$ cat src/crp_pkg.sv
// Package for the register pointing and status flag block
package crp_pkg;
  localparam logic [7:0] low_pointer_offset  = 8'he8;
  localparam logic [7:0] high_pointer_offset = 8'he9;
  localparam logic [7:0] page_select_offset  = 8'hea;
  localparam logic [7:0] flag_offset         = 8'he7;
  localparam logic [3:0] group_d             = 4'hd;
  localparam logic [3:0] group_f             = 4'hf;
  localparam int         block_lsb           = 3;
  localparam int         twin_bit            = 2;
  localparam int         page_lsb            = 2;
  localparam logic [1:0] low_bits_reset      = 2'h0;
  localparam logic [5:0] upper_bits_reset    = 6'h00;
  localparam int         flag_sign_bit       = 5;
  localparam int         flag_ovf_bit        = 4;
  localparam int         flag_bcd_bit        = 3;
  localparam int         flag_half_bit       = 2;
  localparam int         flag_space_bit      = 0;

  typedef enum logic [7:0] {
    crp_op_none      = 8'h01,
    crp_op_add       = 8'h02,
    crp_op_sub       = 8'h04,
    crp_op_logic     = 8'h08,
    crp_op_bcd       = 8'h10,
    crp_op_set_data  = 8'h20,
    crp_op_set_code  = 8'h40,
    crp_op_other     = 8'h80
  } crp_op_type;

  typedef enum logic [2:0] {
    crp_ptr_single = 3'h1,
    crp_ptr_low    = 3'h2,
    crp_ptr_high   = 3'h4
  } crp_ptr_cmd_type;
endpackage

$ cat src/crp_alu_if.sv
// Interface carrying the flag unit request and result
`timescale 1ns/1ps
interface crp_alu_if;
  import crp_pkg::*;
  logic             valid;
  crp_op_type       op;
  logic             word;
  logic [15:0]      a;
  logic [15:0]      b;
  logic             carry_in;
  logic [15:0]      result;
  logic             sign;
  logic             ovf;
  logic             half;
  logic             bcd_carry;
  logic             upd_zero_set;
  modport core (output valid, op, word, a, b, carry_in,
                input result, sign, ovf, half, bcd_carry, upd_zero_set);
  modport unit (input valid, op, word, a, b, carry_in,
                output result, sign, ovf, half, bcd_carry, upd_zero_set);
endinterface

$ cat src/crp_alu.sv
// Combinational arithmetic and flag evaluation
`timescale 1ns/1ps
module crp_alu
  import crp_pkg::*;
(
  crp_alu_if.unit   alu,
  input wire logic  i_bcd_sub,
  input wire logic  i_half_in
);
  logic [16:0] sum;
  logic [7:0]  adj;
  logic        msb_a;
  logic        msb_b;
  logic        msb_r;
  logic [4:0]  nib;

  always_comb
  begin
    sum       = 17'h00000;
    adj       = 8'h00;
    nib       = 5'h00;
    alu.bcd_carry = 1'b0;
    unique case (alu.op)
      crp_op_add:
      begin
        sum = {1'b0, alu.a} + {1'b0, alu.b} + {16'h0000, alu.carry_in};
        nib = {1'b0, alu.a[3:0]} + {1'b0, alu.b[3:0]} + {4'h0, alu.carry_in};
      end
      crp_op_sub:
      begin
        sum = {1'b0, alu.a} - {1'b0, alu.b} - {16'h0000, alu.carry_in};
        nib = {1'b0, alu.a[3:0]} - {1'b0, alu.b[3:0]} - {4'h0, alu.carry_in};
      end
      crp_op_logic:
        sum = {1'b0, alu.a & alu.b};
      crp_op_bcd:
      begin
        if (i_half_in || alu.a[3:0] > 4'h9)
          adj[3:0] = 4'h6;
        if (alu.carry_in || alu.a[7:0] > 8'h99)
        begin
          adj[7:4] = 4'h6;
          alu.bcd_carry = 1'b1;
        end
        if (i_bcd_sub)
          sum = {9'h000, alu.a[7:0] - adj};
        else
          sum = {9'h000, alu.a[7:0] + adj};
      end
      default:
        sum = {1'b0, alu.a};
    endcase
  end

  assign alu.result = alu.word ? sum[15:0] : {8'h00, sum[7:0]};
  assign msb_a = alu.word ? alu.a[15] : alu.a[7];
  assign msb_b = alu.word ? alu.b[15] : alu.b[7];
  assign msb_r = alu.word ? sum[15] : sum[7];
  assign alu.sign = msb_r;
  assign alu.ovf = (alu.op == crp_op_add) ? (msb_a == msb_b) && (msb_r != msb_a) :
                   (alu.op == crp_op_sub) ? (msb_a != msb_b) && (msb_r != msb_a) : 1'b0;
  assign alu.half = nib[4];
  assign alu.upd_zero_set = alu.valid &&
    (alu.op inside {crp_op_add, crp_op_sub, crp_op_logic, crp_op_bcd, crp_op_other});
endmodule

$ cat src/crp_core.sv
// Register pointing, page select and arithmetic status flags
`timescale 1ns/1ps
module crp_core
  import crp_pkg::*;
(
  input  wire logic                 i_clock,
  input  wire logic                 i_nrst,
  input  wire logic                 i_op_valid,
  input  wire crp_pkg::crp_op_type  i_op,
  input  wire logic                 i_op_word,
  input  wire logic [15:0]          i_op_a,
  input  wire logic [15:0]          i_op_b,
  input  wire logic                 i_carry_in,
  output logic [15:0]               o_result,
  output logic                      o_bcd_carry,
  input  wire logic                 i_ptr_valid,
  input  wire crp_pkg::crp_ptr_cmd_type i_ptr_cmd,
  input  wire logic [4:0]           i_block_index,
  input  wire logic                 i_page_valid,
  input  wire logic [5:0]           i_page_index,
  input  wire logic                 i_reg_wr,
  input  wire logic [7:0]           i_reg_addr,
  input  wire logic [7:0]           i_reg_wdata,
  input  wire logic                 i_reg_direct,
  output logic [7:0]                o_reg_rdata,
  output logic                      o_reg_error,
  input  wire logic [3:0]           i_work_index,
  output logic [7:0]                o_work_addr,
  input  wire logic                 i_data_access,
  output logic                      o_use_data_pointers,
  output logic [5:0]                o_page_index,
  output logic [7:0]                o_flags
);
  import crp_pkg::*;

  logic       rst_meta;
  logic       rst_sync;
  logic [4:0] low_block;
  logic [4:0] high_block;
  logic       twin_mode_select;
  logic [5:0] page_index;
  logic       sign_flag;
  logic       ovf_flag;
  logic       bcd_op_kind_bit;
  logic       half_flag;
  logic       memory_space_select;
  logic [7:0] working_window_low_pointer;
  logic [7:0] working_window_high_pointer;
  logic [7:0] peripheral_page_select;
  logic [7:0] next_work_addr;

  crp_alu_if alu_bus();

  always_ff @(posedge i_clock or negedge i_nrst)
  begin
    if (!i_nrst)
    begin
      rst_meta <= 1'b0;
      rst_sync <= 1'b0;
    end
    else
    begin
      rst_meta <= 1'b1;
      rst_sync <= rst_meta;
    end
  end

  assign alu_bus.valid    = i_op_valid;
  assign alu_bus.op       = i_op;
  assign alu_bus.word     = i_op_word;
  assign alu_bus.a        = i_op_a;
  assign alu_bus.b        = i_op_b;
  assign alu_bus.carry_in = i_carry_in;

  crp_alu u_alu (
    .alu       (alu_bus.unit),
    .i_bcd_sub (bcd_op_kind_bit),
    .i_half_in (half_flag)
  );

  function automatic logic is_reg(input logic [7:0] addr, input logic [7:0] off);
    is_reg = i_reg_wr && (addr == off);
  endfunction

  always_ff @(posedge i_clock or negedge rst_sync)
  begin
    if (!rst_sync)
    begin
      o_result    <= 16'h0000;
      o_bcd_carry <= 1'b0;
    end
    else if (i_op_valid)
    begin
      o_result    <= alu_bus.result;
      o_bcd_carry <= alu_bus.bcd_carry;
    end
  end

  // Arithmetic flags; an instruction update wins over a register write
  always_ff @(posedge i_clock or negedge rst_sync)
  begin
    if (!rst_sync)
    begin
      sign_flag       <= 1'b0;
      ovf_flag        <= 1'b0;
      bcd_op_kind_bit <= 1'b0;
      half_flag       <= 1'b0;
    end
    else
    begin
      if (is_reg(i_reg_addr, flag_offset))
      begin
        sign_flag       <= i_reg_wdata[flag_sign_bit];
        ovf_flag        <= i_reg_wdata[flag_ovf_bit];
        bcd_op_kind_bit <= i_reg_wdata[flag_bcd_bit];
        half_flag       <= i_reg_wdata[flag_half_bit];
      end
      if (alu_bus.upd_zero_set)
      begin
        sign_flag <= alu_bus.sign;
        ovf_flag  <= alu_bus.ovf;
      end
      if (i_op_valid && (i_op == crp_op_add || i_op == crp_op_sub))
      begin
        bcd_op_kind_bit <= (i_op == crp_op_sub);
        if (!i_op_word)
          half_flag <= alu_bus.half;
      end
    end
  end

  always_ff @(posedge i_clock or negedge rst_sync)
  begin
    if (!rst_sync)
      memory_space_select <= 1'b0;
    else if (i_op_valid && i_op == crp_op_set_data)
      memory_space_select <= 1'b1;
    else if (i_op_valid && i_op == crp_op_set_code)
      memory_space_select <= 1'b0;
    else if (is_reg(i_reg_addr, flag_offset))
      memory_space_select <= i_reg_wdata[flag_space_bit];
  end

  // Data pointers only for data accesses
  assign o_use_data_pointers = i_data_access && memory_space_select;

  assign o_flags = {2'h0, sign_flag, ovf_flag, bcd_op_kind_bit, half_flag, 1'b0,
                    memory_space_select};

  // Upper bits are undefined after reset; zero is chosen so outputs stay known
  // Pointer commands and twin bit
  always_ff @(posedge i_clock or negedge rst_sync)
  begin
    if (!rst_sync)
    begin
      low_block        <= upper_bits_reset[4:0];
      high_block       <= upper_bits_reset[4:0];
      twin_mode_select <= upper_bits_reset[0];
    end
    else if (i_ptr_valid)
    begin
      unique case (i_ptr_cmd)
        crp_ptr_single:
        begin
          low_block        <= {i_block_index[4:1], 1'b0};
          twin_mode_select <= 1'b0;
        end
        crp_ptr_low:
        begin
          low_block        <= i_block_index;
          twin_mode_select <= 1'b1;
        end
        crp_ptr_high:
        begin
          high_block       <= i_block_index;
          twin_mode_select <= 1'b1;
        end
        default:
          twin_mode_select <= twin_mode_select;
      endcase
    end
    else if (is_reg(i_reg_addr, low_pointer_offset))
    begin
      low_block        <= i_reg_wdata[7:block_lsb];
      twin_mode_select <= i_reg_wdata[twin_bit];
    end
    else if (is_reg(i_reg_addr, high_pointer_offset))
    begin
      high_block       <= i_reg_wdata[7:block_lsb];
      twin_mode_select <= i_reg_wdata[twin_bit];
    end
  end

  always_ff @(posedge i_clock or negedge rst_sync)
  begin
    if (!rst_sync)
      page_index <= upper_bits_reset;
    else if (i_page_valid)
      page_index <= i_page_index;
    else if (is_reg(i_reg_addr, page_select_offset))
      page_index <= i_reg_wdata[7:page_lsb];
  end

  // Pointer layout with zero low bits
  assign working_window_low_pointer  = {low_block, twin_mode_select, low_bits_reset};
  assign working_window_high_pointer = {high_block, twin_mode_select, low_bits_reset};
  assign peripheral_page_select      = {page_index, low_bits_reset};
  assign o_page_index = page_index;

  always_comb
  begin
    next_work_addr = 8'h00;
    if (!twin_mode_select)
      next_work_addr = {low_block[4:1], i_work_index};
    else if (!i_work_index[3])
      next_work_addr = {low_block, i_work_index[2:0]};
    else
      next_work_addr = {high_block, i_work_index[2:0]};
  end

  always_ff @(posedge i_clock or negedge rst_sync)
  begin
    if (!rst_sync)
      o_work_addr <= 8'h00;
    else
      o_work_addr <= next_work_addr;
  end

  // Refuse direct access to group D
  always_ff @(posedge i_clock or negedge rst_sync)
  begin
    if (!rst_sync)
    begin
      o_reg_rdata <= 8'h00;
      o_reg_error <= 1'b0;
    end
    else
    begin
      o_reg_error <= i_reg_direct && (i_reg_addr[7:4] == group_d);
      unique case (i_reg_addr)
        low_pointer_offset:  o_reg_rdata <= working_window_low_pointer;
        high_pointer_offset: o_reg_rdata <= working_window_high_pointer;
        page_select_offset:  o_reg_rdata <= peripheral_page_select;
        flag_offset:         o_reg_rdata <= o_flags;
        default:             o_reg_rdata <= 8'h00;
      endcase
    end
  end

  a_sign_byte: assert property (@(posedge i_clock) disable iff (!rst_sync)
    (i_op_valid && i_op == crp_op_add && !i_op_word) |=> sign_flag == o_result[7])
    else $error("sign flag does not follow bit 7");
  a_ovf_add: assert property (@(posedge i_clock) disable iff (!rst_sync)
    (i_op_valid && i_op == crp_op_add && !i_op_word && !i_op_a[7] && !i_op_b[7])
    |=> ovf_flag == o_result[7])
    else $error("overflow wrong on positive add");
  a_kind_sub: assert property (@(posedge i_clock) disable iff (!rst_sync)
    (i_op_valid && i_op == crp_op_sub) |=> bcd_op_kind_bit)
    else $error("kind bit not set on subtract");
  a_space_set: assert property (@(posedge i_clock) disable iff (!rst_sync)
    (i_op_valid && i_op == crp_op_set_data) |=> memory_space_select)
    else $error("space select not set");
  a_flag_reserved: assert property (@(posedge i_clock) disable iff (!rst_sync)
    o_flags[1] == 1'b0)
    else $error("reserved flag bit set");
  a_single_even: assert property (@(posedge i_clock) disable iff (!rst_sync)
    (i_ptr_valid && i_ptr_cmd == crp_ptr_single)
    |=> !twin_mode_select && low_block == {$past(i_block_index[4:1]), 1'b0})
    else $error("single window not even");
  a_twin_map: assert property (@(posedge i_clock) disable iff (!rst_sync)
    (twin_mode_select && i_work_index[3] && !i_ptr_valid && !i_reg_wr)
    |=> o_work_addr[7:3] == high_block)
    else $error("upper half not from high pointer");
  a_page_low: assert property (@(posedge i_clock) disable iff (!rst_sync)
    (i_page_valid) |=> o_page_index == $past(i_page_index) &&
    peripheral_page_select[1:0] == 2'h0)
    else $error("page select wrong");
  a_group_d: assert property (@(posedge i_clock) disable iff (!rst_sync)
    (i_reg_direct && i_reg_addr[7:4] == group_d) |=> o_reg_error)
    else $error("direct group d not refused");
  c_twin: cover property (@(posedge i_clock) i_ptr_valid && i_ptr_cmd == crp_ptr_high);
  c_bcd: cover property (@(posedge i_clock) i_op_valid && i_op == crp_op_bcd);
  c_page: cover property (@(posedge i_clock) i_page_valid);
endmodule

$ cat config.mk
export PLATFORM = sky130hd
export DESIGN_NAME = crp_core
export DESIGN_NICKNAME = d
export VERILOG_FILES = /design/src/crp_pkg.sv /design/src/crp_alu_if.sv /design/src/crp_alu.sv /design/src/crp_core.sv
export SDC_FILE = /design/constraint.sdc
export NUM_CORES = 1
export LEC_CHECK = 0
export BUFFER_PORTS_ARGS = -buffer_cell sky130_fd_sc_hd__buf_2
export CORE_UTILIZATION = 50
export DETAILED_ROUTE_END_ITERATION = 12
export GPL_ROUTABILITY_DRIVEN = 0
export PLACE_DENSITY = 0.76
export SLEW_MARGIN = 5
export SYNTH_ARGS = -nofsm -noshare
export SYNTH_HDL_FRONTEND = slang
export SYNTH_SLANG_ARGS = --single-unit
$ cat constraint.sdc
create_clock -name i_clock -period 2.15 [get_ports i_clock]
set_input_delay 0.43 -clock i_clock [delete_from_list [all_inputs] [get_ports i_clock]]
set_output_delay 0.43 -clock i_clock [all_outputs]
set_load 0.02 [all_outputs]
==> results_dict.tcl, run 1 <==
set metrics [dict create \
    placed_area_um2 7210 \
    yosysWarnings 0 \
    min_period_ns 2.93 \
    crit_fanout 3 \
    p_leak_nw 3.98 \
    final_util 0.786 \
    ant_nets 0 \
    finish.net_count 1033 \
    synth_edf_count 0 \
    start_util 0.524 \
    firstDrtPassIters 6 \
    violations "negative setup slack" \
    cap_violations 0 \
    regToRegStartpoint "half_flag$_DFF_PN0_" \
    drive_gt1_frac 0.444 \
    die_y_um 104 \
    drc_errors 0 \
    portBuffers 127 \
    fp.dieW_um 104 \
    ys_seq_elements 57 \
    powerDensity_nw_per_um2 570 \
    rows 36 \
    wire_per_inst_um 18.9 \
    critPathKind "input port to flip-flop" \
    nFillCells 635 \
    hold_viol_final 0 \
    grt_pass1_vias 6287 \
    vdd_drop_max_mv 0.462 \
    fin_area_um2 7830 \
    clkTransAtPathRegs_ns 0.08 \
    num_vias 6279 \
    endpoint "ovf_flag$_DFFE_PN0P_" \
    grtUsageTotal 0.345 \
    startpoint_type "input port" \
    tritoncts "built" \
    timing.fmax_mhz 341 \
    synthesis.area_um2 5220 \
    n_antenna_cell 0 \
    ff2ff_path_depth 10 \
    die-area_um2 10900 \
    cts.sinks 57 \
    reg2reg_slack_ns -0.62 \
    max_slew_margin 0.512 \
    overflow 0 \
    fin_skew_ns 0.0204 \
    synth_area_per_cell_um2 8.66 \
    area_growth_pct 49.9 \
    yosysSeqAreaShare 0.273 \
    final_common_cell "buf_4" \
    worst_slack_ns -0.783 \
    tightest_slew_ns 0.732 \
    slew_violations 0 \
    status "complete, but fails checks" \
    layout_common_cells "167 x buf_4, 121 x buf_2, 56 x dfrtp_1, 50 x inv_1" \
    grt_pass1_wl_mm 29.9 \
    antenna_found_initial 0 \
    core_um2 9950 \
    htree_levels 3 \
    end_kind "flip-flop" \
    synth_cells 603 \
    drt-initial-drc-count 641 \
    fin_crit_sh 1.36 \
    rsz0062_at_grt "yes" \
    dp_slack_ns -1.09 \
    numCtsBuffers 9 \
    critPathRequiredTime_ns 2.42 \
    synth_ff_type "dfrtp_1" \
    ys_types 71 \
    cts-root-buf "clkbuf_8" \
    routed_wl_mm 19.4 \
    clkLatencyLatePin_ns 0.36 \
    crit_arrival_ns 3.20 \
    viasPerCell 6.10 \
    cp-startpoint "i_carry_in" \
    timing.rr.end "ovf_flag$_DFFE_PN0P_" \
    place_hpwl_mm 14.0 \
    clock_path_buffers 2 \
    ios 133 \
    hold_path_class "input port to flip-flop" \
    grt_max_degree 56 \
    setup_viol 16 \
    async_reset_ff_frac 1.00 \
]
sequential cells by signal, summed over array words and instances (netlist names):
signal,cells
bcd_op_kind_bit,1
half_flag,1
high_block,5
low_block,5
memory_space_select,1
o_bcd_carry,1
o_page_index,6
o_reg_error,1
o_reg_rdata,7
o_result,16
o_work_addr,8
ovf_flag,1
rst_meta,1
rst_sync,1
sign_flag,1
twin_mode_select,1
metal layers:
metal	wire [µm]	GRT usage
met3	1740	0.0664
met5	0	0
met2	9310	0.600
met1	7240	0.402
met4	1160	0.177
metrics by stage:
step	hold WS (ns)	instances	TNS, ns	total power [mW]
after floorplan	0.134	606	-6.77	2.30
after global placement	0.215	1003	-13.47	2.97
after detailed placement	0.216	1003	-15.57	3.04
final	0.181	1030	-7.96	4.46
after global routing	0.176	1030	-8.97	4.63
after CTS	0.175	1027	-6.01	4.31
cell usage after synthesis, types with 9 or more instances:
master / n / share of area
dfrtp_1: 57 / 0.27
inv_1: 55 / 0.040
ha_1: 53 / 0.13
a21oi_1: 52 / 0.050
nor2_1: 49 / 0.035
nand2_1: 47 / 0.034
o21ai_0: 31 / 0.030
xnor2_1: 27 / 0.045
mux2_2: 22 / 0.047
mux2i_1: 16 / 0.031
clkbuf_1: 13 / 0.0093
a31oi_1: 10 / 0.012
buf_4: 10 / 0.014
xor2_1: 9 / 0.015
layout make-up:
class | instances | area, µm² | share of cell area
multi-input combinational | 468 | 3780 | 0.483
timing repair buffer | 300 | 2000 | 0.256
sequential | 57 | 1430 | 0.182
inverter | 56 | 225 | 0.0288
tap | 133 | 166 | 0.0213
clock buffer | 9 | 124 | 0.0158
clock inverter | 7 | 103 | 0.0131
critical path: stages:
cell	delay, ns
buf_8	0.11
fa_2	0.41
a211o_1	0.38
a311oi_4	0.45
buf_4	0.20
a21oi_2	0.08
xnor2_2	0.17
a221o_1	0.34
a2111o_1	0.31
o211ai_1	0.14
o21a_1	0.17
worst min-delay path by stage:
stage                    start                       end  slack, ns  cells after the start
3_3_place_gp            i_nrst        rst_meta$_DFF_PN0_       0.21                      1
6_report       i_work_index[0]  o_work_addr[0]$_DFF_PN0_       0.18                      1
5_1_grt        i_work_index[0]  o_work_addr[0]$_DFF_PN0_       0.18                      1
3_5_place_dp            i_nrst        rst_meta$_DFF_PN0_       0.22                      1
4_1_cts        i_work_index[0]  o_work_addr[0]$_DFF_PN0_       0.17                      1
2_1_floorplan           i_nrst        rst_meta$_DFF_PN0_       0.13                      0
timing repair:
item | in CTS | in global routing
pin swaps | 33 | 22
endpoints found under the setup margin | 15 | 16
endpoints found under the hold margin | 2 | 0
hold buffers | 1 | 0
setup buffers | 7 | 3
gates resized for setup | 52 | 19
cell families (layout without fill, tap and decap cells):
group / count (synthesis) / in the layout / share of synthesized area
buffers and inverters: 81 / 372 / 0.0669
DFF: 57 / 57 / 0.273
xor gates and xnor gates: 36 / 36 / 0.0604
adders and majority gates: 57 / 57 / 0.142
muxes: 38 / 38 / 0.0781
and+or+nand+nor: 153 / 153 / 0.143
other: 2 / 5 / 0.00144
AOI/OAI and AO/OA: 179 / 179 / 0.234
power by group:
| part | leakage [nW] | internal, mW | switching (mW) |
|---|---|---|---|
| logic | 3.16 | 0.957 | 1.03 |
| registers | 0.707 | 1.20 | 0.0866 |
| clock network | 0.110 | 0.664 | 0.519 |
(Power assumes the default switching activity.)
==> run 2: changes to the inputs <==
--- a/config.mk
+++ b/config.mk
@@ -9,7 +9,7 @@
 export CORE_UTILIZATION = 50
 export DETAILED_ROUTE_END_ITERATION = 12
 export GPL_ROUTABILITY_DRIVEN = 0
-export PLACE_DENSITY = 0.76
+export PLACE_DENSITY_LB_ADDON = 0.25
 export SLEW_MARGIN = 5
 export SYNTH_ARGS = -nofsm -noshare
 export SYNTH_HDL_FRONTEND = slang
==> run 2 against run 1 <==
The flow still finishes with violations (negative setup slack). Critical path type unchanged. Clock-buffer cell count increased by 1. Register-to-register slack improved by 0.18 ns. Sequential power about the same. Highest routed layer unchanged.
==> results_dict.tcl, run 2 (same netlist as run 1, synthesis figures left out) <==
set metrics [dict create \
    htree_levels 3 \
    reg_top3 "o_result x16, o_work_addr x8, o_reg_rdata x7" \
    area_growth_pct 49.3 \
    path_cells "buf_2 > inv_1 > ha_4 > inv_1 > ha_2 > or4b_4 > o221a_4 > nor2_4 > xnor2_2 > a221o_1 > a21oi_2 > buf_4 > o221ai_2 > o21a_1" \
    cap_violations 0 \
    numCtsBuffers 9 \
    tritoncts "built" \
    end_kind "flip-flop" \
    start_util 0.524 \
    p_leak_nw 3.96 \
    wire_per_inst_um 18.4 \
    max_slew_margin 0.531 \
    die_y_um 104 \
    fin_area_um2 7790 \
    die-area_um2 10900 \
    viasPerCell 5.96 \
    busiest_layer "met2" \
    crit_arrival_ns 3.07 \
    regToRegStartpoint "half_flag$_DFF_PN0_" \
    drive_gt1_frac 0.447 \
    violations "negative setup slack" \
    place_hpwl_mm 13.9 \
    grtUsageTotal 0.332 \
    timing.rr.end "ovf_flag$_DFFE_PN0P_" \
    clkLatencyLatePin_ns 0.35 \
    timing.fmax_mhz 353 \
    fin_skew_ns 0.0161 \
    routed_wl_mm 19.0 \
    min_period_ns 2.83 \
    worst_slack_ns -0.682 \
    whs_ns 0.146 \
    cts-root-buf "clkbuf_8" \
    antenna_found_initial 0 \
    clkTransAtPathRegs_ns 0.08 \
    portBuffers 127 \
    placed_area_um2 7240 \
    hold_viol_final 0 \
    critPathKind "input port to flip-flop" \
    critPathRequiredTime_ns 2.39 \
    setup_viol 16 \
    startpoint_type "input port" \
    n_antenna_cell 0 \
    slowest_delay_ns 0.56 \
    tightest_slew_ns 0.700 \
    powerDensity_nw_per_um2 543 \
    grt_pass1_vias 6176 \
    crit_fanout 3 \
    grt_max_degree 49 \
    cts.sinks 57 \
    rows 36 \
    ant_nets 0 \
    layout_common_cells "170 x buf_4, 124 x buf_2, 56 x dfrtp_1, 52 x inv_1" \
    vdd_drop_max_mv 0.428 \
    gr-usage-met2 0.590 \
    met3_usage 0.0558 \
    fp.dieW_um 104 \
    largest_reg_flops 16 \
    slew_violations 0 \
    crit_path_frequent_cell "inv_1" \
    ios 133 \
    hold_path_class "flip-flop to asynchronous set/reset pin" \
    regMostFlops "o_result" \
    finish.net_count 1036 \
    clock_path_buffers 2 \
    drc_errors 0 \
    dp_slack_ns -1.09 \
    drt-initial-drc-count 465 \
    slowest_stage "or4b_4" \
    overflow 0 \
    core_um2 9950 \
    path_delay_family "compound AO/OA/AOI/OAI gates" \
    grt_pass1_wl_mm 28.8 \
    reg2reg_slack_ns -0.44 \
    rsz0062_at_grt "yes" \
    firstDrtPassIters 6 \
    path_buf_inv 4 \
    status "complete, but fails checks" \
    num_vias 6153 \
    final_common_cell "buf_4" \
    ff2ff_path_depth 10 \
    fin_crit_sh 1.32 \
    grtUsageMet1 0.383 \
]
## run 2: worst reg2reg max path, delay by kind of cell, from the launching register on
| family | cells | cell delay (ns) |
|---|---|---|
| AOI/OAI and AO/OA | 6 | 1.20 |
| adders and majority gates | 2 | 0.46 |
| DFF | 1 | 0.41 |
| xor gates and xnor gates | 1 | 0.17 |
| and+or+nand+nor | 1 | 0.30 |
## run 2: worst max path at each step
stage | from | end | cells after the start
after floorplan | i_op_b[0] | ovf_flag$_DFFE_PN0P_ | 11
after global placement | i_op_b[0] | ovf_flag$_DFFE_PN0P_ | 12
after detailed placement | i_op_b[0] | o_result[11]$_DFFE_PN0P_ | 12
after CTS | i_carry_in | ovf_flag$_DFFE_PN0P_ | 12
after global routing | i_op_a[4] | ovf_flag$_DFFE_PN0P_ | 13
final | i_op_a[4] | sign_flag$_DFFE_PN0P_ | 14
## run 2: layer usage
metal / vias up / part of all wire / wire, µm
li1: 2749 / - / -
met4: 0 / 0.057 / 1080
met5: - / 0 / 0
met3: 117 / 0.087 / 1660
met2: 412 / 0.48 / 9110
met1: 2875 / 0.38 / 7170
## run 2: per-stage QoR
stage | TNS [ns] | total power, mW | util | cells
detailed placement | -13.94 | 3.05 | 0.727 | 1003
global route | -9.42 | 4.43 | 0.783 | 1033
floorplan | -6.77 | 2.30 | - | 606
finish | -8.39 | 4.23 | 0.783 | 1033
CTS | -7.54 | 4.08 | 0.763 | 1031
global placement | -12.73 | 2.99 | 0.727 | 1003
## run 2: report_power, final
part | switching (mW) | leakage [nW] | internal (mW) | total, mW
clock | 0.498 | 0.0887 | 0.451 | 0.949
sequential | 0.0881 | 0.707 | 1.20 | 1.29
combinational | 1.02 | 3.17 | 0.972 | 1.99
## run 2: repair_timing
item | CTS | global route
buffers inserted | 11 | 3
pin swaps | 25 | 24
setup endpoints to repair | 15 | 16
hold endpoints to repair | 2 | 0
gates cloned | 0 | 0
hold buffers | 1 | 0
resized for setup | 25 | 39
## run 2: area by class of cell
class	count	area, µm²
Multi-Input combinational cell	468	3770
Fill cell	644	2160
Timing Repair Buffer	303	2030
Sequential cell	57	1430
Inverter	56	220
Tap cell	133	166
Clock buffer	10	138
Clock inverter	6	42.5
==> run 3: changes to the inputs <==
--- a/config.mk
+++ b/config.mk
@@ -6,7 +6,9 @@
 export NUM_CORES = 1
 export LEC_CHECK = 0
 export BUFFER_PORTS_ARGS = -buffer_cell sky130_fd_sc_hd__buf_2
-export CORE_UTILIZATION = 50
+export CELL_PAD_IN_SITES_DETAIL_PLACEMENT = 1
+export CELL_PAD_IN_SITES_GLOBAL_PLACEMENT = 2
+export CORE_UTILIZATION = 32
 export DETAILED_ROUTE_END_ITERATION = 12
 export GPL_ROUTABILITY_DRIVEN = 0
 export PLACE_DENSITY_LB_ADDON = 0.25
==> run 3 against run 2 <==
The run still ends with negative setup slack left. Sequential share of layout area decreased by 0.86 points. Clock power up 92%. Non-clock buffer count shrank 4. Flip-flop and latch count stayed put. Utilization fell by 27 points. Hold slack improved by 0.066 ns. Power rose by 21%. Critical endpoint is now ovf_flag$_DFFE_PN0P_. Largest power group unchanged.
==> results_dict.tcl, run 3 (same netlist as run 1, synthesis figures left out) <==
set metrics [dict create \
    die-area_um2 16800 \
    violations "negative setup slack" \
    core_um2 15900 \
    timing.fmax_mhz 353 \
    htree_levels 3 \
    path_delay_family "compound AO/OA/AOI/OAI gates" \
    crit_fanout 3 \
    regMostFlops "o_result" \
    drt-initial-drc-count 251 \
    grtUsageMet1 0.311 \
    path_buf_inv 2 \
    place_hpwl_mm 16.8 \
    p_leak_nw 4.07 \
    cts.sinks 57 \
    rsz0062_at_grt "yes" \
    drc_errors 0 \
    antenna_found_initial 0 \
    largest_reg_flops 16 \
    area_growth_pct 56.6 \
    setup_viol 15 \
    fp.dieW_um 130 \
    critPathKind "input port to flip-flop" \
    reg2reg_slack_ns -0.40 \
    portBuffers 127 \
    clkLatencyLatePin_ns 0.33 \
    die_y_um 130 \
    finish.net_count 1032 \
    wire_per_inst_um 19.0 \
    routed_wl_mm 21.1 \
    min_period_ns 2.83 \
    grt_pass1_vias 6233 \
    slowest_stage "or4b_4" \
    busiest_layer "met2" \
    critPathRequiredTime_ns 2.42 \
    firstDrtPassIters 7 \
    path_cells "buf_8 > inv_8 > fa_2 > ha_4 > or4b_4 > o221a_4 > nor2_4 > xnor2_2 > a221o_1 > a2111o_1 > o211ai_1 > o21a_1" \
    grt_max_degree 31 \
    clock_path_buffers 2 \
    gr-usage-met2 0.450 \
    worst_slack_ns -0.683 \
    status "complete, but fails checks" \
    tightest_slew_ns 0.774 \
    vdd_drop_max_mv 0.368 \
    num_vias 5773 \
    rows 46 \
    n_antenna_cell 0 \
    fin_cells 1112 \
    numCtsBuffers 9 \
    max_slew_margin 0.484 \
    viasPerCell 5.19 \
    final_common_cell "buf_4" \
    drive_gt1_frac 0.462 \
    slew_violations 0 \
    placed_cells 1081 \
    cts-root-buf "clkbuf_16" \
    fin_crit_sh 1.32 \
    tritoncts "built" \
    met3_usage 0.0369 \
    nFillCells 1911 \
    overflow 0 \
    grtUsageTotal 0.255 \
    clkTransAtPathRegs_ns 0.06 \
    cap_violations 0 \
    fin_skew_ns 0.00802 \
    powerDensity_nw_per_um2 628 \
    slowest_delay_ns 0.53 \
    ant_nets 0 \
    end_kind "flip-flop" \
    grt_pass1_wl_mm 32.7 \
    crit_arrival_ns 3.10 \
    final_util 0.515 \
    hold_path_class "input port to flip-flop" \
    layout_common_cells "161 x buf_4, 121 x buf_2, 56 x dfrtp_1" \
    ios 133 \
    start_util 0.329 \
    hold_viol_final 0 \
    reg_top3 "o_result x16, o_work_addr x8, o_reg_rdata x7" \
    startpoint_type "input port" \
]
==> run 3: cell count changes in the layout (fill, tap and decap cells not counted), sizes merged <==
cell      delta
inv          -1
clkinv       -3
buf          -4
clkbuf       +1
clkinvlp     -1
bufinv       +4
==> run 3: stage by stage <==
stage / setup TNS [ns] / instance area [µm²] / worst slack [ns] / power [mW] / hold slack, ns
2_1_floorplan: -6.77 / 5330 / -0.701 / 2.30 / 0.134
3_3_place_gp: -14.34 / 7290 / -0.982 / 3.02 / 0.215
3_5_place_dp: -16.53 / 7290 / -1.04 / 3.09 / 0.217
4_1_cts: -6.80 / 7980 / -0.643 / 5.07 / 0.197
5_1_grt: -8.40 / 8180 / -0.759 / 5.40 / 0.200
6_report: -6.89 / 8180 / -0.683 / 5.14 / 0.212
==> run 3: timing repair <==
action	in CTS	in global routing
hold buffers	1	0
setup endpoints to repair	15	20
gates cloned	0	0
hold endpoints to repair	2	0
setup buffers	12	4
gates resized for setup	62	33
pin swaps	33	27
==> run 3: cell type report <==
type / instances / area (µm²) / share of cell area
Multi-Input combinational cell: 468 / 3860 / 0.472
Timing Repair Buffer: 299 / 2020 / 0.247
Sequential cell: 57 / 1430 / 0.175
Tap cell: 216 / 270 / 0.0331
Clock buffer: 11 / 243 / 0.0297
Inverter: 56 / 225 / 0.0275
Clock inverter: 5 / 128 / 0.0156
==> run 3: power by group <==
part / total [mW] / switching, mW / internal (mW)
logic: 2.01 / 1.03 / 0.979
registers: 1.31 / 0.104 / 1.20
clock network: 1.82 / 0.539 / 1.28
total: 5.14 / 1.68 / 3.46
==> run 3: final timing paths <==
kind                                startpoint                       end  cells after the start
min                            i_work_index[0]  o_work_addr[0]$_DFF_PN0_                      1
max                                  i_op_b[0]      ovf_flag$_DFFE_PN0P_                     12
max in group asynchronous   rst_sync$_DFF_PN0_   o_result[0]$_DFFE_PN0P_                      1
min in group asynchronous   rst_sync$_DFF_PN0_  o_reg_rdata[0]$_DFF_PN0_                      0
min reg2reg                 rst_sync$_DFF_PN0_  o_reg_rdata[0]$_DFF_PN0_                      0
max reg2reg                half_flag$_DFF_PN0_      ovf_flag$_DFFE_PN0P_                     10
==> run 3: routing by layer <==
| layer | vias to the layer above | wire length, µm |
|---|---|---|
| met3 | 46 | 769 |
| met5 | - | 0 |
| met4 | 0 | 639 |
| met1 | 2844 | 9170 |
| met2 | 154 | 10600 |
| li1 | 2729 | - |
